--- config.mk ---
export PLATFORM = sky130hd
export DESIGN_NAME = hbps_top
export DESIGN_NICKNAME = d
export VERILOG_FILES = /design/src/hdl/hbps_top.v
export VERILOG_INCLUDE_DIRS = /design/src /design/src/hdl
export SDC_FILE = /design/constraint.sdc
export NUM_CORES = 1
export LEC_CHECK = 0
export BUFFER_PORTS_ARGS = -buffer_cell sky130_fd_sc_hd__buf_2
export CAP_MARGIN = 20
export CORE_MARGIN = 4
export CORE_UTILIZATION = 43
export DETAILED_ROUTE_END_ITERATION = 7
export GPL_ROUTABILITY_DRIVEN = 0
export PLACE_DENSITY = 0.77
export SLEW_MARGIN = 20
export SYNTH_ARGS = -nofsm -noshare
export SYNTH_HDL_FRONTEND = slang
export SYNTH_SLANG_ARGS = --single-unit
--- constraint.sdc ---
create_clock -name aclk -period 3.28 [get_ports aclk]
set_input_delay 0.656 -clock aclk [delete_from_list [all_inputs] [get_ports aclk]]
set_output_delay 0.656 -clock aclk [all_outputs]
set_load 0.05 [all_outputs]
--- src/hdl/hbps_defines.vh ---
// Constants for the host bridge status and identification register bank
// Functional notes
// - 16-bit status register, resets to 0x0080
// - Bit 15 parity detected reads zero
// - Bit 14 sets when system error sent
// - Only received target abort triggers system error
// - Bit 14 cleared by writing one
// - Bit 13 sets on master abort completion
// - Bit 12 sets on target abort completion
// - Bits 13 and 12 clear only by one
// - Bit 11 target abort signalled reads zero
// - Bits 10:9 select timing read 00
// - Bit 8 data parity reads zero
// - Bit 7 reads one, back-to-back capable
// - Bit 4 reads zero, no capability list
// - Read-only 8-bit revision number register
// - Subclass code reads 00h, host bridge
// - Base class code reads 06h, bridge
// - System error messages only while enable set
`ifndef HBPS_DEFINES_VH
`define HBPS_DEFINES_VH

// Register indices; byte address is four times the index
`define HBPS_IDX_CMD        8'h04
`define HBPS_IDX_STATUS     8'h06
`define HBPS_IDX_REVISION   8'h08
`define HBPS_IDX_SUBCLASS   8'h0A
`define HBPS_IDX_BASECLASS  8'h0B
`define HBPS_IDX_IRQ_STATUS 8'h40
`define HBPS_IDX_IRQ_MASK   8'h41

// Status register field positions
`define HBPS_ST_SYS_ERR     14
`define HBPS_ST_MABORT      13
`define HBPS_ST_TABORT      12

// Command register field position
`define HBPS_CMD_SERR_EN    8

// Reset and fixed values
`define HBPS_STATUS_RESET   16'h0080
`define HBPS_STATUS_FIXED   16'h0080
`define HBPS_SUBCLASS_VAL   8'h00
`define HBPS_BASECLASS_VAL  8'h06

// Interrupt status bit positions
`define HBPS_IRQ_MABORT     0
`define HBPS_IRQ_TABORT     1
`define HBPS_IRQ_SYS_ERR    2
`define HBPS_IRQ_WIDTH      3

// Bus responses
`define HBPS_RESP_OKAY      2'h0
`define HBPS_RESP_SLVERR    2'h2

`endif

--- src/hdl/hbps_top.v ---
// Host bridge status and identification register bank, AXI4-Lite slave
`timescale 1ns/1ps
`include "hbps_defines.vh"

module hbps_top #(
  parameter ADDR_WIDTH  = 12,
  parameter [7:0] REVISION = 8'h01  // Arbitrary value
) (
  input  wire                  aclk,
  input  wire                  aresetn,
  input  wire [ADDR_WIDTH-1:0] s_axi_awaddr,
  input  wire [2:0]            s_axi_awprot,
  input  wire                  s_axi_awvalid,
  output wire                  s_axi_awready,
  input  wire [31:0]           s_axi_wdata,
  input  wire [3:0]            s_axi_wstrb,
  input  wire                  s_axi_wvalid,
  output wire                  s_axi_wready,
  output reg  [1:0]            s_axi_bresp,
  output reg                   s_axi_bvalid,
  input  wire                  s_axi_bready,
  input  wire [ADDR_WIDTH-1:0] s_axi_araddr,
  input  wire [2:0]            s_axi_arprot,
  input  wire                  s_axi_arvalid,
  output wire                  s_axi_arready,
  output reg  [31:0]           s_axi_rdata,
  output reg  [1:0]            s_axi_rresp,
  output reg                   s_axi_rvalid,
  input  wire                  s_axi_rready,
  input  wire                  hub_master_abort,
  input  wire                  hub_target_abort,
  output reg                   hub_system_error_msg,
  output wire                  irq
);

  ////////////////////////////////////////////////////////////////////////
  // Register selection codes

  localparam [2:0] SEL_NONE      = 3'h0;
  localparam [2:0] SEL_CMD       = 3'h1;
  localparam [2:0] SEL_STATUS    = 3'h2;
  localparam [2:0] SEL_REVISION  = 3'h3;
  localparam [2:0] SEL_SUBCLASS  = 3'h4;
  localparam [2:0] SEL_BASECLASS = 3'h5;
  localparam [2:0] SEL_IRQ_STAT  = 3'h6;
  localparam [2:0] SEL_IRQ_MASK  = 3'h7;

  // Decode a byte address into a register selection
  function [2:0] decode_sel;
    input [ADDR_WIDTH-1:0] addr;
    begin
      decode_sel = SEL_NONE;
      // Only aligned words inside the index range are mapped
      if (addr[1:0] == 2'h0 && addr[ADDR_WIDTH-1:10] == 0) begin
        case (addr[9:2])
          `HBPS_IDX_CMD:        decode_sel = SEL_CMD;
          `HBPS_IDX_STATUS:     decode_sel = SEL_STATUS;
          `HBPS_IDX_REVISION:   decode_sel = SEL_REVISION;
          `HBPS_IDX_SUBCLASS:   decode_sel = SEL_SUBCLASS;
          `HBPS_IDX_BASECLASS:  decode_sel = SEL_BASECLASS;
          `HBPS_IDX_IRQ_STATUS: decode_sel = SEL_IRQ_STAT;
          `HBPS_IDX_IRQ_MASK:   decode_sel = SEL_IRQ_MASK;
          default:              decode_sel = SEL_NONE;
        endcase
      end
    end
  endfunction

  ////////////////////////////////////////////////////////////////////////
  // State

  reg                    aw_held;      // Write address captured
  reg  [ADDR_WIDTH-1:0]  aw_addr;      // Captured write address
  reg                    w_held;       // Write data captured
  reg  [31:0]            w_data;       // Captured write data
  reg  [3:0]             w_strb;       // Captured byte strobes

  reg                    serr_enable;  // System error message enable
  reg                    flag_sys_err; // Status bit 14
  reg                    flag_mabort;  // Status bit 13
  reg                    flag_tabort;  // Status bit 12
  reg  [`HBPS_IRQ_WIDTH-1:0] irq_status; // Sticky interrupt events
  reg  [`HBPS_IRQ_WIDTH-1:0] irq_mask;   // Interrupt enables

  wire [2:0]             wr_sel;       // Selected register for write
  wire                   wr_fire;      // Write performed this cycle
  wire [2:0]             rd_sel;       // Selected register for read
  wire                   rd_fire;      // Read accepted this cycle
  wire                   send_serr;    // System error event this cycle
  wire [15:0]            status_word;  // Assembled status register
  wire                   clr_sys_err;  // Write-one clear of bit 14
  wire                   clr_mabort;   // Write-one clear of bit 13
  wire                   clr_tabort;   // Write-one clear of bit 12
  wire [`HBPS_IRQ_WIDTH-1:0] irq_events; // Events feeding interrupts
  wire [`HBPS_IRQ_WIDTH-1:0] irq_clear;  // Write-one clears of events

  ////////////////////////////////////////////////////////////////////////
  // Bus handshakes

  // Channels are open while nothing is captured and no answer waits
  assign s_axi_awready = ~aw_held & ~s_axi_bvalid;
  assign s_axi_wready  = ~w_held & ~s_axi_bvalid;
  assign s_axi_arready = ~s_axi_rvalid;

  // Write goes ahead once both halves are held
  assign wr_fire = aw_held & w_held & ~s_axi_bvalid;
  assign wr_sel  = decode_sel(aw_addr);
  assign rd_fire = s_axi_arvalid & s_axi_arready;
  assign rd_sel  = decode_sel(s_axi_araddr);

  // Capture write address and data in either order
  always @(posedge aclk) begin
    if (!aresetn) begin
      aw_held <= 1'b0;
      aw_addr <= {ADDR_WIDTH{1'b0}};
      w_held  <= 1'b0;
      w_data  <= 32'h00000000;
      w_strb  <= 4'h0;
    end else begin
      // Address channel
      if (s_axi_awvalid && s_axi_awready) begin
        aw_held <= 1'b1;
        aw_addr <= s_axi_awaddr;
      end else if (wr_fire) begin
        aw_held <= 1'b0;
      end
      // Data channel
      if (s_axi_wvalid && s_axi_wready) begin
        w_held <= 1'b1;
        w_data <= s_axi_wdata;
        w_strb <= s_axi_wstrb;
      end else if (wr_fire) begin
        w_held <= 1'b0;
      end
    end
  end

  // Write response, error for unmapped addresses
  always @(posedge aclk) begin
    if (!aresetn) begin
      s_axi_bvalid <= 1'b0;
      s_axi_bresp  <= `HBPS_RESP_OKAY;
    end else if (wr_fire) begin
      s_axi_bvalid <= 1'b1;
      s_axi_bresp  <= (wr_sel == SEL_NONE) ? `HBPS_RESP_SLVERR : `HBPS_RESP_OKAY;
    end else if (s_axi_bready) begin
      s_axi_bvalid <= 1'b0;
    end
  end

  ////////////////////////////////////////////////////////////////////////
  // Command register: only the system error enable is kept

  always @(posedge aclk) begin
    if (!aresetn) begin
      serr_enable <= 1'b0;
    end else if (wr_fire && wr_sel == SEL_CMD && w_strb[1]) begin
      serr_enable <= w_data[`HBPS_CMD_SERR_EN];
    end
  end

  ////////////////////////////////////////////////////////////////////////
  // Error flags

  // Message goes out only for target abort, and only when enabled
  assign send_serr = hub_target_abort & serr_enable;

  // Message toward the hub, send_serr registered one cycle later
  always @(posedge aclk) begin
    if (!aresetn) begin
      hub_system_error_msg <= 1'b0;
    end else begin
      hub_system_error_msg <= send_serr;
    end
  end

  // Clears need the upper byte lane and a one in the bit
  assign clr_sys_err = wr_fire & (wr_sel == SEL_STATUS) & w_strb[1]
                       & w_data[`HBPS_ST_SYS_ERR];
  assign clr_mabort  = wr_fire & (wr_sel == SEL_STATUS) & w_strb[1]
                       & w_data[`HBPS_ST_MABORT];
  assign clr_tabort  = wr_fire & (wr_sel == SEL_STATUS) & w_strb[1]
                       & w_data[`HBPS_ST_TABORT];

  // Sticky flags; a new event wins over a clear in the same cycle
  always @(posedge aclk) begin
    if (!aresetn) begin
      flag_sys_err <= 1'b0;
      flag_mabort  <= 1'b0;
      flag_tabort  <= 1'b0;
    end else begin
      flag_sys_err <= (flag_sys_err & ~clr_sys_err) | send_serr;
      flag_mabort  <= (flag_mabort & ~clr_mabort) | hub_master_abort;
      flag_tabort  <= (flag_tabort & ~clr_tabort) | hub_target_abort;
    end
  end

  // Fixed bits come from a constant; only 14:12 are live
  assign status_word = `HBPS_STATUS_FIXED
                     | {1'b0, flag_sys_err, flag_mabort, flag_tabort, 12'h000};

  ////////////////////////////////////////////////////////////////////////
  // Interrupts

  // Same events that set the status flags
  assign irq_events = {send_serr, hub_target_abort, hub_master_abort};
  assign irq_clear  = (wr_fire && wr_sel == SEL_IRQ_STAT && w_strb[0])
                      ? w_data[`HBPS_IRQ_WIDTH-1:0] : {`HBPS_IRQ_WIDTH{1'b0}};

  // Sticky status with write-one clear, set wins
  always @(posedge aclk) begin
    if (!aresetn) begin
      irq_status <= {`HBPS_IRQ_WIDTH{1'b0}};
      irq_mask   <= {`HBPS_IRQ_WIDTH{1'b0}};
    end else begin
      irq_status <= (irq_status & ~irq_clear) | irq_events;
      if (wr_fire && wr_sel == SEL_IRQ_MASK && w_strb[0]) begin
        irq_mask <= w_data[`HBPS_IRQ_WIDTH-1:0];
      end
    end
  end

  // Level output while any enabled event is pending
  assign irq = |(irq_status & irq_mask);

  ////////////////////////////////////////////////////////////////////////
  // Read path

  // Data registered on acceptance, held until taken
  always @(posedge aclk) begin
    if (!aresetn) begin
      s_axi_rvalid <= 1'b0;
      s_axi_rdata  <= 32'h00000000;
      s_axi_rresp  <= `HBPS_RESP_OKAY;
    end else if (rd_fire) begin
      s_axi_rvalid <= 1'b1;
      s_axi_rresp  <= `HBPS_RESP_OKAY;
      case (rd_sel)
        SEL_CMD:       s_axi_rdata <= {23'h000000, serr_enable, 8'h00};
        SEL_STATUS:    s_axi_rdata <= {16'h0000, status_word};
        SEL_REVISION:  s_axi_rdata <= {24'h000000, REVISION};
        SEL_SUBCLASS:  s_axi_rdata <= {24'h000000, `HBPS_SUBCLASS_VAL};
        SEL_BASECLASS: s_axi_rdata <= {24'h000000, `HBPS_BASECLASS_VAL};
        SEL_IRQ_STAT:  s_axi_rdata <= {29'h00000000, irq_status};
        SEL_IRQ_MASK:  s_axi_rdata <= {29'h00000000, irq_mask};
        default: begin
          // Unmapped: zero data, slave error
          s_axi_rdata <= 32'h00000000;
          s_axi_rresp <= `HBPS_RESP_SLVERR;
        end
      endcase
    end else if (s_axi_rready) begin
      s_axi_rvalid <= 1'b0;
    end
  end

endmodule

==> results of run 1 <==
[registers in the layout, indices dropped and copies added, names as in the netlist, 2 cells and up]
register / flops
w_data: 7
irq_mask: 3
s_axi_rdata: 8
aw_addr: 12
w_strb: 2
irq_status: 3
[per-stage QoR]
| step | total power, mW | hold slack [ns] | instances |
|---|---|---|---|
| final | 1.27 | 0.459 | 409 |
| after global routing | 1.33 | 0.484 | 409 |
| after CTS | 1.28 | 0.460 | 409 |
| after detailed placement | 0.859 | 0.448 | 402 |
| after global placement | 0.855 | 0.444 | 402 |
| after floorplan | 0.826 | 0.432 | 309 |
[layout by cell type, fill, tap and decap left out, types with 2 or more instances in the layout]
master and count:
sky130_fd_sc_hd__buf_2 58, sky130_fd_sc_hd__nand2_1 55, sky130_fd_sc_hd__dfxtp_1 46, sky130_fd_sc_hd__a21oi_1 37
sky130_fd_sc_hd__conb_1 26, sky130_fd_sc_hd__o21ai_0 10, sky130_fd_sc_hd__nor2_1 9, sky130_fd_sc_hd__nand3_1 9
sky130_fd_sc_hd__inv_1 7, sky130_fd_sc_hd__o21ai_1 6, sky130_fd_sc_hd__clkbuf_8 6, sky130_fd_sc_hd__a32oi_1 5
sky130_fd_sc_hd__nand3b_1 4, sky130_fd_sc_hd__a21o_1 4, sky130_fd_sc_hd__nor3_1 4, sky130_fd_sc_hd__a31oi_1 3
sky130_fd_sc_hd__and3b_1 3, sky130_fd_sc_hd__nor2b_1 3, sky130_fd_sc_hd__and2_1 3, sky130_fd_sc_hd__xnor2_1 2
sky130_fd_sc_hd__nor3b_1 2, sky130_fd_sc_hd__o21a_1 2, sky130_fd_sc_hd__nor4bb_1 2, sky130_fd_sc_hd__o41ai_1 2
sky130_fd_sc_hd__nor4_1 2, sky130_fd_sc_hd__and3_1 2, sky130_fd_sc_hd__a41oi_1 2, sky130_fd_sc_hd__nand4_1 2
sky130_fd_sc_hd__o2111ai_1 2
[where the power goes]
part	internal (mW)	switching [mW]	total, mW	leakage, nW
clock network	0.244	0.182	0.425	0.0573
logic	0.0630	0.176	0.239	0.679
registers	0.585	0.0234	0.608	0.376
total	0.891	0.381	1.27	1.11
[logic make-up (layout without fill, tap and decap cells)]
kind of cell / Yosys count / after routing
flops: 46 / 46
buf+inv: 44 / 74
simple gates: 108 / 108
xor+xnor: 2 / 2
other cells: 1 / 26
compound gates: 83 / 83
[final timing paths]
| kind | end | slack (ns) | cells after the start |
|---|---|---|---|
| worst min register to register | aw_addr[6]$_SDFFE_PN0P_ | 0.46 | 2 |
| worst max register to register | irq_mask[1]$_SDFFE_PN0P_ | 1.33 | 5 |
| worst min-delay path | aw_addr[6]$_SDFFE_PN0P_ | 0.46 | 2 |
| worst max-delay path | s_axi_rdata[1]$_SDFFE_PN0P_ | 1.31 | 6 |
[routing by layer]
layer	GRT usage	vias up	wire, um
li1	-	1075	-
met1	0.185	927	2170
met2	0.268	70	2340
met3	0.0366	4	435
met4	0.0456	0	44
met5	0	-	0
[critical path, cell delays in order]
cell	delay, ns
sky130_fd_sc_hd__buf_2	0.09
sky130_fd_sc_hd__nor4_1	0.53
sky130_fd_sc_hd__nand2_1	0.19
sky130_fd_sc_hd__a221oi_2	0.41
sky130_fd_sc_hd__a32oi_1	0.19
sky130_fd_sc_hd__o21ai_1	0.14
[cell type report]
cell class / count / area share
multi-input cells: 219 / 0.449
flip-flops and latches: 46 / 0.350
clock inverters: 1 / 0.0114
well taps: 70 / 0.0333
clock buffers: 6 / 0.0314
repair buffers: 59 / 0.113
inverters: 8 / 0.0114
==> results by stage, run 1 <==
Outcome:
- The flow ran to the end, and the final reports show no timing, DRC or antenna violations.

Power and ir drop:
- The peak supply drop is 0.000295 V.
- Summed over all cells, the static leakage comes to 1.11 nW.
- For this design the ratio of total power to cell area is 484 nW/um^2.

Detailed routing:
- In the routed design, unresolved DRC markers number 0.
- The detail route stage leaves a number of antenna-violating nets equal to 0.
- The number of iterations in the first detailed-routing pass is 4.
- The via count is 2076.
- The routed design has 4.99 mm of wire.
- The routed wire length per instance is 12.2 um.
- After the first detailed-routing iteration, the DRC count stood at 72.
- The detail-routed via count per cell is 5.08.

Worst setup path:
- STA classifies the critical path startpoint as an input pin.
- In this run the worst path has a maximum fanout of 6.
- The endpoint class of the critical path is a register.
- The start of the worst register-to-register path is aw_addr[8]$_SDFFE_PN0P_.
- The data required time of the critical path is 3.51 ns.
- At the worst endpoint, the arrival time is 2.20 ns.
- The launch point of the critical path is s_axi_araddr[1].
- The path type of the worst setup path is input pin to register.

Placement:
- Input and output buffers added on the ports amount to 58.
- The worst setup slack before clock tree synthesis is 1.03 ns.
- After legalization and detailed placement, the total HPWL measured 3.80 mm.
- The instance area at placement is 2520 sq um.

Yosys:
- The mean area per synthesized cell is 8.03 sq um.
- In the post-synthesis netlist, the cell with the most instances is sky130_fd_sc_hd__nand2_1.
- By area the synthesized netlist is led by sky130_fd_sc_hd__dfxtp_1 40%, sky130_fd_sc_hd__nand2_1 9.1%, sky130_fd_sc_hd__buf_4 8.6%, sky130_fd_sc_hd__a21oi_1 8.1%, sky130_fd_sc_hd__o21ai_0 2.2%.
- The biggest area contributor in the post-synthesis netlist is sky130_fd_sc_hd__dfxtp_1.
- For this run, asynchronously set or reset flops after synthesis account for 0.
- Of the total synthesized cell area, the portion taken by XOR and XNOR cells is 0.00768.
- After synthesis, the largest family of logic cells by area is simple AND/OR/NAND/NOR gates.
- Measured against the total synthesized area, the mux share comes to 0.
- In this run, distinct cell masters in the synthesized netlist total 51.
- The most frequently used flop master after synthesis is sky130_fd_sc_hd__dfxtp_1.
- Sorting the synthesized cells by how often they occur yields 55 x sky130_fd_sc_hd__nand2_1, 46 x sky130_fd_sc_hd__dfxtp_1, 37 x sky130_fd_sc_hd__a21oi_1.
- After synthesis the netlist holds a flip-flop and latch count of 46.
- Of the total synthesized cell area, the portion taken by AND, OR, NAND and NOR gates is 0.241.
- The share of the yosys chip area belonging to registers is 0.404.
- The mapped cell area is 2280 sq um.
- Of the total synthesized cell area, the portion taken by full adders, half adders and majority gates is 0.
- Counting every instance in the synthesized netlist gives 284.
- Of the post-synthesis cell area, the dominant cell type holds 0.404.
- The Yosys step of the flow raised 0 warnings.
- Counting flops with a built-in enable in the synthesized netlist gives 0.
- The post-synthesis compound-gate area fraction is 0.226.

Clock tree:
- CTS built an H-tree with a depth of 2.
- The deepest clock path buffer count is 2.
- The clock tree from TritonCTS is yes.
- The later-pin clock latency in the skew report is 0.30 ns.
- Buffers inserted to repair hold after CTS numbered 0.
- TritonCTS created 5 clock buffers.
- The root buffer cell is sky130_fd_sc_hd__clkbuf_8.
- CTS saw 46 sinks.
- Clock-pin slew was measured on the worst setup and hold paths at 0.08 ns.
- The total of cells resized after clock tree synthesis is 0.
- The number of setup buffers added after CTS is 0.

Floorplanning:
- The total I/O pin count is 118.
- The placeable core region is 5110 sq um.
- For this configuration, the core starts out at a cell density of 0.446.
- The die is 80.8 um wide.
- The area of the die is 6530 sq um.
- The number of standard-cell rows in the floorplan is 26.
- The vertical die dimension is 80.8 um.

GRT:
- The total overflow left after global routing is 0.
- The first-pass GRT wire length is 8.07 mm.
- Entering global routing, the biggest net connects 27 pins.
- The number of global-route vias before repair is 1884.
- The global routing usage summed across all routing layers is 0.153.
- The initial antenna violation count is 0.

STA:
- The maximum operating frequency is 0.506 GHz.
- The final number of hold-violating endpoints is 0.
- After layout, the worst setup slack is 1.31 ns.
- Adding up every negative setup slack in the final design gives 0 ns.
- Of the available clock period, the critical path in the final layout requires 0.602.
- The slew at the pin with the worst max-slew slack is 0.712 ns.
- Setup violations remaining at the end of the flow were counted as 0.
- Setup repair after global routing left no endpoint under its margin.
- The time the worst path needs with I/O delays and setup is 1.97 ns.
- Measured against its own limit, the worst slew margin works out to 0.522.
- The final count of pins violating max slew came to 0.
- For the final database, setup skew stands at 0.00642 ns.

Finish:
- After filler insertion, the fill cell instance count of the layout stands at 512.
- The total non-filler cell area in the finished layout is 2630 sq um.
- The sequential cell area is 921 sq um.
- The number of antenna diodes in the final layout is 0.
- The final core utilization is 0.515.
- The final layout net count is 414.
- The multi-input combinational cells in the finished layout cover a total of 1180 sq um.
- In the final layout, the share of cells above drive strength 1 is 0.209.
- From synthesis to final layout, the design area changed by 15.3%.

Hold path:
- The origin of the worst min-delay path is aw_addr[6]$_SDFFE_PN0P_.
- The min-delay analysis places its worst path in the category register to register.

Run:
- The count of max-cap constraint violations is 0.
Note: power is estimated with default switching activity, not from simulation.
==> run 2, diff against run 1 <==
--- a/config.mk
+++ b/config.mk
@@ -6,13 +6,14 @@
 export SDC_FILE = /design/constraint.sdc
 export NUM_CORES = 1
 export LEC_CHECK = 0
+export ABC_AREA = 1
 export BUFFER_PORTS_ARGS = -buffer_cell sky130_fd_sc_hd__buf_2
 export CAP_MARGIN = 20
 export CORE_MARGIN = 4
 export CORE_UTILIZATION = 43
 export DETAILED_ROUTE_END_ITERATION = 7
 export GPL_ROUTABILITY_DRIVEN = 0
-export PLACE_DENSITY = 0.77
+export PLACE_DENSITY = 0.76
 export SLEW_MARGIN = 20
 export SYNTH_ARGS = -nofsm -noshare
 export SYNTH_HDL_FRONTEND = slang
==> constraint.sdc (replaced) <==
create_clock -name aclk -period 1.9 [get_ports aclk]
set_input_delay 0.38 -clock aclk [delete_from_list [all_inputs] [get_ports aclk]]
set_output_delay 0.38 -clock aclk [all_outputs]
set_load 0.05 [all_outputs]
==> run 2 against run 1 <==
Die area rose by 3.2%. Register-to-register slack got worse by 1.1 ns. First-iteration DRC count rose by 56%. Non-clock buffer count rose by 1. Power rose by 86%. Cell count rose by 17%. Final area rose by 5.5%. Count of clock-buffer cells in the layout did not move.
==> results by stage, run 2 <==
Floorplanning:
- The number of standard-cell rows in the floorplan is 26 (unchanged).
- The placeable core region came to 5200 sq um (+1.9%).
- The die boundary width came to 82.1 um (+1.6%).
- The total I/O pin count is 118 (unchanged).
- The vertical die dimension is 82.1 um (+1.6%).
- The initial core utilization is 0.453 (+0.00702).
- The area of the die is 6740 sq um (+3.2%).

Yosys:
- The dominant combinational cell family by area after synthesis is simple AND/OR/NAND/NOR gates.
- The mapped cell area is 2360 sq um (+3.5%).
- The share of the yosys chip area belonging to registers is 0.390 (-0.0137).
- The number of enable-type register cells in the synthesized netlist came to 0 (unchanged).
- The most repeated cell in the gate-level netlist after synthesis is sky130_fd_sc_hd__nand2_1.
- The number of warnings reported in the yosys synthesis log came to 0 (unchanged).
- The multiplexer share of the synthesized area is 0 (unchanged).
- The arithmetic-cell share of the synthesized area counting full adders, half adders and majority gates is 0 (unchanged).
- The post-synthesis compound-gate area fraction is 0.146 (-0.0803).
- The total of flip-flops plus latches after synthesis is 46 (unchanged).
- After synthesis, the cell types taking the most area are sky130_fd_sc_hd__dfxtp_1 39%, sky130_fd_sc_hd__nand2_1 11%, sky130_fd_sc_hd__nor2_1 9.5%, sky130_fd_sc_hd__buf_4 8.3%, sky130_fd_sc_hd__a21oi_1 5.7%.
- The count of cell types in the netlist came to 26 (-49%).
- The mean area per synthesized cell is 6.80 sq um (-15%).
- The xor and xnor fraction of the mapped netlist area was 0 (-0.00768).
- The portion of synthesized cell area occupied by the leading cell type is 0.390 (-0.0137).
- The simple logic cell fraction of the synthesized area is 0.312 (+0.0714).
- The synthesized instance count is 347 (+22%).
- Counting instances in the post-synthesis netlist gives the leading cell types as 68 x sky130_fd_sc_hd__nand2_1, 60 x sky130_fd_sc_hd__nor2_1, 46 x sky130_fd_sc_hd__dfxtp_1.
- The async set-reset flop share out of synthesis is 0 (unchanged).
- The most frequently used flop master after synthesis is sky130_fd_sc_hd__dfxtp_1.
- The synthesized design spends more area on one cell type than any other, namely sky130_fd_sc_hd__dfxtp_1.

Hold path:
- The path class of the tightest hold or removal check is input pin to register.
- The hold-critical path depth is 4 (+2).
- The end point of the most critical hold path is s_axi_bvalid$_SDFFE_PN0P_.
- The origin of the worst min-delay path is s_axi_bready.

Power and ir drop:
- The peak supply drop is 0.000579 V (+97%).
- The leakage power total is 1.33 nW (+20%).
- The power per unit of standard cell area is 854 nW/um^2 (+76%).

GRT:
- The number of global-route vias before repair is 2077 (+10%).
- The initial antenna violation count is 0 (unchanged).
- The first-pass GRT wire length came to 8.80 mm (+9.1%).
- The global routing usage summed across all routing layers is 0.165 (+0.0114).
- The remaining global-route overflow was 0 (unchanged).
- The largest net degree at the start of global routing came to 28 (+3.7%).

Finish:
- The area growth from synthesis to layout is 17.5%.
- The final antenna diode count is 0 (unchanged).
- aw_addr holds more flip-flops than any other register.
- The total non-filler cell area in the finished layout is 2770 sq um (+5.5%).
- The largest registers in the layout are aw_addr: 12 flops, s_axi_rdata: 8 flops, w_data: 7 flops.
- The count of fill cells added during filler insertion is 526 (+2.7%).
- The final layout net count was 481 (+16%).
- Leaving out fill and tap cells, the most frequent cells in the layout are 68 x sky130_fd_sc_hd__nand2_1, 58 x sky130_fd_sc_hd__nor2_1, 58 x sky130_fd_sc_hd__buf_2.
- The sequential cell area was 921 sq um (unchanged).
- The fraction of final layout cells with drive strength greater than 1 was 0.216 (+0.00678).
- The area taken by multi-input logic gates is 1180 sq um (+0.32%).
- The number of standard cells in the final layout excluding fillers came to 477 (+17%).
- The flip-flop count of the largest register after layout is 12 (unchanged).
- The most frequent standard cell in the layout excluding fill and tap cells is sky130_fd_sc_hd__nand2_1.
- The final core utilization is 0.533 (+0.0180).

Worst setup path:
- The sum of buffers and inverters on the critical path was 1 (unchanged).
- The cell type group with the largest total delay on the critical path is simple AND/OR/NAND/NOR gates.
- Counting stages on the worst path, the most repeated cell is sky130_fd_sc_hd__nand2_1.
- The data required time of the critical path is 2.10 ns (-1.41 ns).
- The signal on the critical path passes through inv_1 -> nand2_1 -> nor3_1 -> nand2_1 -> nand2_1 -> nand4_1 -> nor2_2 -> nand2_2 -> o21ai_1 -> a21oi_1.
- The cell with the largest stage delay on the worst path is sky130_fd_sc_hd__dfxtp_1.
- The delay of the slowest cell on the worst path is 0.30 ns (-0.23 ns).
- The largest fanout of any net on the critical path is 6 (unchanged).
- The capturing point of the worst reg2reg path is irq_mask[0]$_SDFFE_PN0P_.
- The critical path startpoint category is a register.
- The endpoint class of the critical path is a register.
- The data arrival time at the worst-slack endpoint is 1.91 ns (-0.29 ns).
- The setup path with the least slack is of type register to register.
- The internal reg-to-reg setup slack is 0.18 ns (-1.15 ns).
- The number of cell instances on the worst register-to-register path is 10 (+5).
- In this run the critical register-to-register path is launched from aw_addr[6]$_SDFFE_PN0P_.

STA:
- The final count of pins violating max slew is 0 (unchanged).
- Setup repair after global routing left no endpoint under its margin.
- The time the worst path needs with I/O delays and setup is 1.72 ns.
- Timing would allow up to 0.583 GHz.
- The relative slew slack is 0.654 (+0.132).
- The number of endpoints failing setup at the final stage is 0 (unchanged).
- The slew at the pin with the worst max-slew slack is 0.519 ns (-0.193 ns).
- The final number of hold-violating endpoints was 0 (unchanged).
- The worst clock skew is 0.00998 ns (+0.00357 ns).
- The final total negative setup slack is 0 ns (unchanged).
- The hold slack is 0.321 ns (-0.138 ns).
- The share of the clock period used by the worst path after layout is 0.903.

Outcome:
- The run finished with clean final reports.

Clock tree:
- The total of cells resized after clock tree synthesis came to 0 (unchanged).
- The later-pin clock latency in the skew report is 0.30 ns (about the same).
- TritonCTS built the clock tree.
- The deepest clock path buffer count is 2 (unchanged).
- The count of clock tree sinks is 46 (unchanged).
- The clock buffer count from CTS was 5 (unchanged).
- The number of hold-repair buffers added at the cts stage is 0 (unchanged).
- The clock-pin slew on the worst setup and hold paths is 0.09 ns (about the same).
- The root buffer cell is sky130_fd_sc_hd__clkbuf_8.
- The maximum level of the CTS H-tree is 2 (unchanged).
- The buffer count from post-CTS setup fixing is 0 (unchanged).

Detailed routing:
- The detail-routed via count per cell is 4.72 (-7.1%).
- The post-detailed-routing wire length is 5.11 mm (+2.5%).
- The detailed route wirelength on metal2 was 2.48 mm (+5.8%).
- The number of DRC markers after the initial detailed-route iteration is 112 (+56%).
- The remaining number of nets flagged by the antenna check after routing is 0 (unchanged).
- The total length of routed met3 wires is 349 um (-20%).
- The routed wire length per instance is 10.7 um (-12%).
- The via count came to 2250 (+8.4%).
- The number of design rule violations left after detail routing is 0 (unchanged).
- The routed metal-1 wirelength was 2.24 mm (+3.3%).
- The number of iterations in the first detailed-routing pass is 4 (unchanged).
- The highest layer touched by signal routing is met4.

Placement:
- The HPWL reported at the end of detailed placement is 4.06 mm (+7.0%).
- The number of placed cells counting well taps came to 469 (+17%).
- The instance area at placement is 2630 sq um (+4.5%).
- The quantity of I/O buffers inserted on ports came to 58 (unchanged).

Run:
- The count of max-cap constraint violations was 0 (unchanged).
==> run 2: final cells by class <==
type,instances,area share
multi-input cells,259,0.427
flip-flops and latches,46,0.332
repair buffers,60,0.110
inverters,34,0.0478
well taps,70,0.0316
clock buffers,6,0.0298
clock inverters,2,0.0217
==> run 2: report_power, final <==
part	switching (mW)	internal [mW]	total [mW]
combinational	0.323	0.110	0.433
clock	0.314	0.561	0.875
sequential	0.0384	1.02	1.06
==> run 2: worst max-delay path by stage <==
stage                     cells after the start  slack [ns]                      start                            to
after floorplan                               8        0.01  s_axi_rvalid$_SDFFE_PN0P_   s_axi_rdata[0]$_SDFFE_PN0P_
after global placement                        8        0.12            s_axi_araddr[7]  s_axi_rdata[12]$_SDFFE_PN0P_
after global routing                         10        0.01    aw_addr[6]$_SDFFE_PN0P_      irq_mask[0]$_SDFFE_PN0P_
after CTS                                    10        0.19    aw_addr[7]$_SDFFE_PN0P_      irq_mask[0]$_SDFFE_PN0P_
final                                        10        0.18    aw_addr[6]$_SDFFE_PN0P_      irq_mask[0]$_SDFFE_PN0P_
after detailed placement                      8        0.08            s_axi_araddr[7]  s_axi_rdata[12]$_SDFFE_PN0P_
==> run 2: worst min-delay path, cell delays in order <==
cell	delay (ns)
sky130_fd_sc_hd__buf_2	0.07
sky130_fd_sc_hd__inv_1	0.03
sky130_fd_sc_hd__nand2_1	0.04
sky130_fd_sc_hd__a21oi_1	0.05
==> run 2: cell families after synthesis <==
group | Yosys count
AO/OA/AOI/OAI | 63
buffers and inverters | 67
flip-flops | 46
other | 1
AND/OR/NAND/NOR | 170
==> run 2: per-layer routing <==
| layer | up-vias | track usage |
|---|---|---|
| met3 | 6 | 0.0395 |
| met4 | 0 | 0.0432 |
| met5 | - | 0 |
| met1 | 990 | 0.202 |
| li1 | 1187 | - |
| met2 | 67 | 0.287 |
==> run 2: stage by stage <==
stage	power, mW	setup WS [ns]
CTS	2.39	0.187
finish	2.37	0.185
global placement	1.50	0.123
floorplan	1.45	0.0144
detailed placement	1.52	0.0750
global route	2.49	0.0103
==> run 3, diff against run 2 <==
--- a/config.mk
+++ b/config.mk
@@ -10,10 +10,10 @@
 export BUFFER_PORTS_ARGS = -buffer_cell sky130_fd_sc_hd__buf_2
 export CAP_MARGIN = 20
 export CORE_MARGIN = 4
-export CORE_UTILIZATION = 43
+export CORE_UTILIZATION = 46
 export DETAILED_ROUTE_END_ITERATION = 7
 export GPL_ROUTABILITY_DRIVEN = 0
-export PLACE_DENSITY = 0.76
+export PLACE_DENSITY = 0.8
 export SLEW_MARGIN = 20
 export SYNTH_ARGS = -nofsm -noshare
 export SYNTH_HDL_FRONTEND = slang
==> run 3 against run 2 <==
Sequential power is essentially flat. First-iteration DRC count shrank 21%. Fmax rose by 0.70%. Combinational power barely moved. Global-route usage is 0.15 points higher. Sequential cell count stayed put. Routed wire length is 1.2% lower. Clock skew is 0.0021 ns lower. Utilization increased by 3.4 points. Hold slack improved by 0.0086 ns. Largest cell class unchanged. Critical path type unchanged. Highest routed layer unchanged. Die area is 5.9% lower. Final area is 0.99% lower.
==> results by stage, run 3 (synthesized netlist as in run 2, its figures left out) <==
Power and ir drop:
- The leakage power total is 1.32 nW (-1.0%).
- The share of power burned in registers is 0.484 (+0.036).
- The clock network fraction of total power is 0.319 (-0.051).
- The combinational group share of total power is 0.197 (+0.014).
- The switching part of the total is 0.304 (+0.0186).
- The peak supply drop was 0.000557 V (-3.9%).
- The power per unit of standard cell area is 798 nW/um^2 (-6.5%).
- The internal portion of total power came to 1.53 mW (-9.9%).
- The total power draw is 2.19 mW (-7.5%).
- The switching power total was 0.666 mW (-1.5%).

Detailed routing:
- The number of DRC markers after the initial detailed-route iteration is 88 (-21%).
- The via count came to 2274 (+1.1%).
- The post-detailed-routing wire length came to 5.05 mm (-1.2%).
- The remaining number of nets flagged by the antenna check after routing was 0 (unchanged).
- The number of iterations in the first detailed-routing pass is 4 (unchanged).
- The detail-routed via count per cell is 4.79 (+1.5%).
- The number of design rule violations left after detail routing is 0 (unchanged).
- The routed wire length per instance is 10.6 um (-0.76%).

STA:
- The final count of pins violating max slew is 0 (unchanged).
- The worst clock skew is 0.00792 ns (-0.00206 ns).
- The final number of hold-violating endpoints is 0 (unchanged).
- The time the worst path needs with I/O delays and setup is 1.70 ns (-0.0119 ns).
- The hold slack is 0.330 ns (+0.00861 ns).
- The maximum operating frequency was 0.587 GHz (+0.70%).
- The slew at the pin with the worst max-slew slack was 0.525 ns (+0.00686 ns).
- The relative slew slack is 0.649 (-0.00458).
- The share of the clock period used by the worst path after layout is 0.896 (-0.00629).
- The number of endpoints failing setup at the final stage is 0 (unchanged).

GRT:
- The global routing usage on met3 is 0.0305 (-0.00900).
- The largest net degree at the start of global routing is 31 (+11%).
- The number of global-route vias before repair is 2141 (+3.1%).
- The initial antenna violation count is 0 (unchanged).
- The global routing usage summed across all routing layers is 0.166 (+0.00146).
- The met1 track demand over resource in global routing is 0.188 (-0.0135).
- The met2 usage is 0.296 (+0.00957).
- The remaining global-route overflow is 0 (unchanged).
- The first-pass GRT wire length is 8.54 mm (-2.9%).
- The layer flagged by global routing as most heavily used is met2.

Placement:
- The quantity of I/O buffers inserted on ports came to 58 (unchanged).
- The HPWL reported at the end of detailed placement is 3.97 mm (-2.2%).
- The instance area at placement was 2630 sq um (+0.14%).
- The number of placed cells counting well taps is 467 (-0.43%).

Floorplanning:
- The number of standard-cell rows in the floorplan is 25 (-3.8%).
- The area of the die is 6340 sq um (-5.9%).
- The initial core utilization is 0.487 (+0.0333).
- The vertical die dimension was 79.6 um (-3.0%).
- The die boundary width is 79.6 um (-3.0%).
- The total I/O pin count is 118 (unchanged).
- The placeable core region is 4850 sq um (-6.9%).

Worst setup path:
- The largest fanout of any net on the critical path is 6 (unchanged).
- The start of the worst register-to-register path is aw_addr[7]$_SDFFE_PN0P_.
- The data arrival time at the worst-slack endpoint is 1.90 ns (about the same).
- The critical path goes through inv_1 -> nand2_1 -> nor3_1 -> nand2_1 -> nand2_1 -> nand4_1 -> nor2_4 -> nand2_2 -> o21ai_1 -> a21oi_1.
- The sum of buffers and inverters on the critical path was 1 (unchanged).
- The delay of the slowest cell on the worst path is 0.30 ns (about the same).
- The data required time of the critical path came to 2.09 ns (about the same).
- Counting stages on the worst path, the most repeated cell is sky130_fd_sc_hd__nand2_1.
- The worst setup path is of the register to register kind.
- The internal reg-to-reg setup slack was 0.20 ns (about the same).
- The cell with the largest stage delay on the worst path is sky130_fd_sc_hd__dfxtp_1.
- The cell type group with the largest total delay on the critical path is simple AND/OR/NAND/NOR gates.
- The endpoint class of the critical path is a register.
- In this run the critical register-to-register path is captured at irq_mask[0]$_SDFFE_PN0P_.
- The number of cell instances on the worst register-to-register path is 10 (unchanged).
- The worst setup path is launched from a register.

Finish:
- The library cells used most frequently in the layout, excluding fill and tap cells, are 68 x sky130_fd_sc_hd__nand2_1, 58 x sky130_fd_sc_hd__nor2_1, 58 x sky130_fd_sc_hd__buf_2.
- The flip-flop count of the largest register after layout is 12 (unchanged).
- The final antenna diode count came to 0 (unchanged).
- The most frequent standard cell in the layout excluding fill and tap cells is sky130_fd_sc_hd__nand2_1.
- The number of standard cells in the final layout excluding fillers is 475 (-0.42%).
- The final layout net count is 482 (+0.21%).
- The total non-filler cell area in the finished layout was 2750 sq um (-0.99%).
- The register name with the most flops is aw_addr.
- The final core utilization was 0.566 (+0.0335).
- Relative to the synthesized area, the layout overhead comes to 16.3%.
- The count of fill cells added during filler insertion is 482 (-8.4%).
- The largest registers in the layout are aw_addr: 12 flops, s_axi_rdata: 8 flops, w_data: 7 flops.
- The fraction of final layout cells with drive strength greater than 1 is 0.213 (-0.00298).

Run:
- The count of max-cap constraint violations was 0 (unchanged).

Clock tree:
- The root buffer cell is sky130_fd_sc_hd__clkbuf_8.
- The later-pin clock latency in the skew report is 0.30 ns (about the same).
- The buffer count from post-CTS setup fixing came to 0 (unchanged).
- TritonCTS built the clock tree.
- The clock-pin slew on the worst setup and hold paths was 0.08 ns (about the same).
- The clock buffer count from CTS is 5 (unchanged).
- The maximum level of the CTS H-tree is 2 (unchanged).
- The deepest clock path buffer count is 2 (unchanged).
- The count of clock tree sinks is 46 (unchanged).
- The number of hold-repair buffers added at the cts stage is 0 (unchanged).
- The total of cells resized after clock tree synthesis is 0 (unchanged).

Hold path:
- The worst hold path terminates at s_axi_bvalid$_SDFFE_PN0P_.
- The startpoint identified for the worst hold timing path is s_axi_bready.
- The hold-critical path depth came to 4 (unchanged).
- The type of the most critical hold path is input pin to register.

Outcome:
- The flow ran to the end, and the final reports show no timing, DRC or antenna violations.
## run 3: changes by cell type in the layout (fill, tap and decap cells not counted)
cell,delta
sky130_fd_sc_hd__clkbuf_1,+2
sky130_fd_sc_hd__buf_4,+1
sky130_fd_sc_hd__bufinv_16,-1
sky130_fd_sc_hd__clkbuf_8,-1
sky130_fd_sc_hd__nor2_2,-1
sky130_fd_sc_hd__nor2_4,+1
## run 3: final cells by class
class	instances	area [sq um]	area share
inverter	34	133	0.0483
clock buffer	7	76.3	0.0278
sequential	46	921	0.335
tap	67	83.8	0.0305
timing repair buffer	61	313	0.114
clock inverter	1	30.0	0.0109
multi-input combinational	259	1190	0.433
## run 3: worst register-to-register path, delay by kind of cell (launching register included)
| family | cells | cell delay [ns] |
|---|---|---|
| DFF | 1 | 0.30 |
| and+or+nand+nor | 7 | 1.07 |
| AOI/OAI and AO/OA | 2 | 0.17 |
| buffers and inverters | 1 | 0.06 |
## run 3: how the worst max path moves through the flow
stage,start,endpoint,cells past startpoint
4_1_cts,aw_addr[7]$_SDFFE_PN0P_,irq_mask[0]$_SDFFE_PN0P_,10
2_1_floorplan,s_axi_rvalid$_SDFFE_PN0P_,s_axi_rdata[0]$_SDFFE_PN0P_,8
3_3_place_gp,s_axi_araddr[7],s_axi_rdata[12]$_SDFFE_PN0P_,8
6_report,aw_addr[7]$_SDFFE_PN0P_,irq_mask[0]$_SDFFE_PN0P_,10
3_5_place_dp,s_axi_araddr[7],s_axi_rdata[12]$_SDFFE_PN0P_,8
5_1_grt,aw_addr[7]$_SDFFE_PN0P_,irq_mask[1]$_SDFFE_PN0P_,10
## run 3: stage by stage
step / setup slack [ns] / TNS [ns]
after floorplan: 0.0144 / 0
after global placement: 0.147 / 0
after detailed placement: 0.0919 / 0
after CTS: 0.199 / 0
after global routing: -0.0187 / -0.0187
final: 0.197 / 0
## run 3: power by group through the flow
stage | sequential (mW) | clock, mW | combinational [mW]
2_1_floorplan | 1.09 | 0 | 0.358
3_3_place_gp | 1.08 | 0 | 0.421
3_5_place_dp | 1.08 | 0 | 0.429
4_1_cts | 1.06 | 0.723 | 0.431
5_1_grt | 1.07 | 0.757 | 0.479
6_report | 1.06 | 0.698 | 0.433
## run 3: layer usage
metal,routed length [um],part of all wire,up-vias
li1,-,-,1183
met1,2140,0.42,1011
met2,2430,0.48,72
met3,393,0.078,8
met4,90,0.018,0
met5,0,0,-
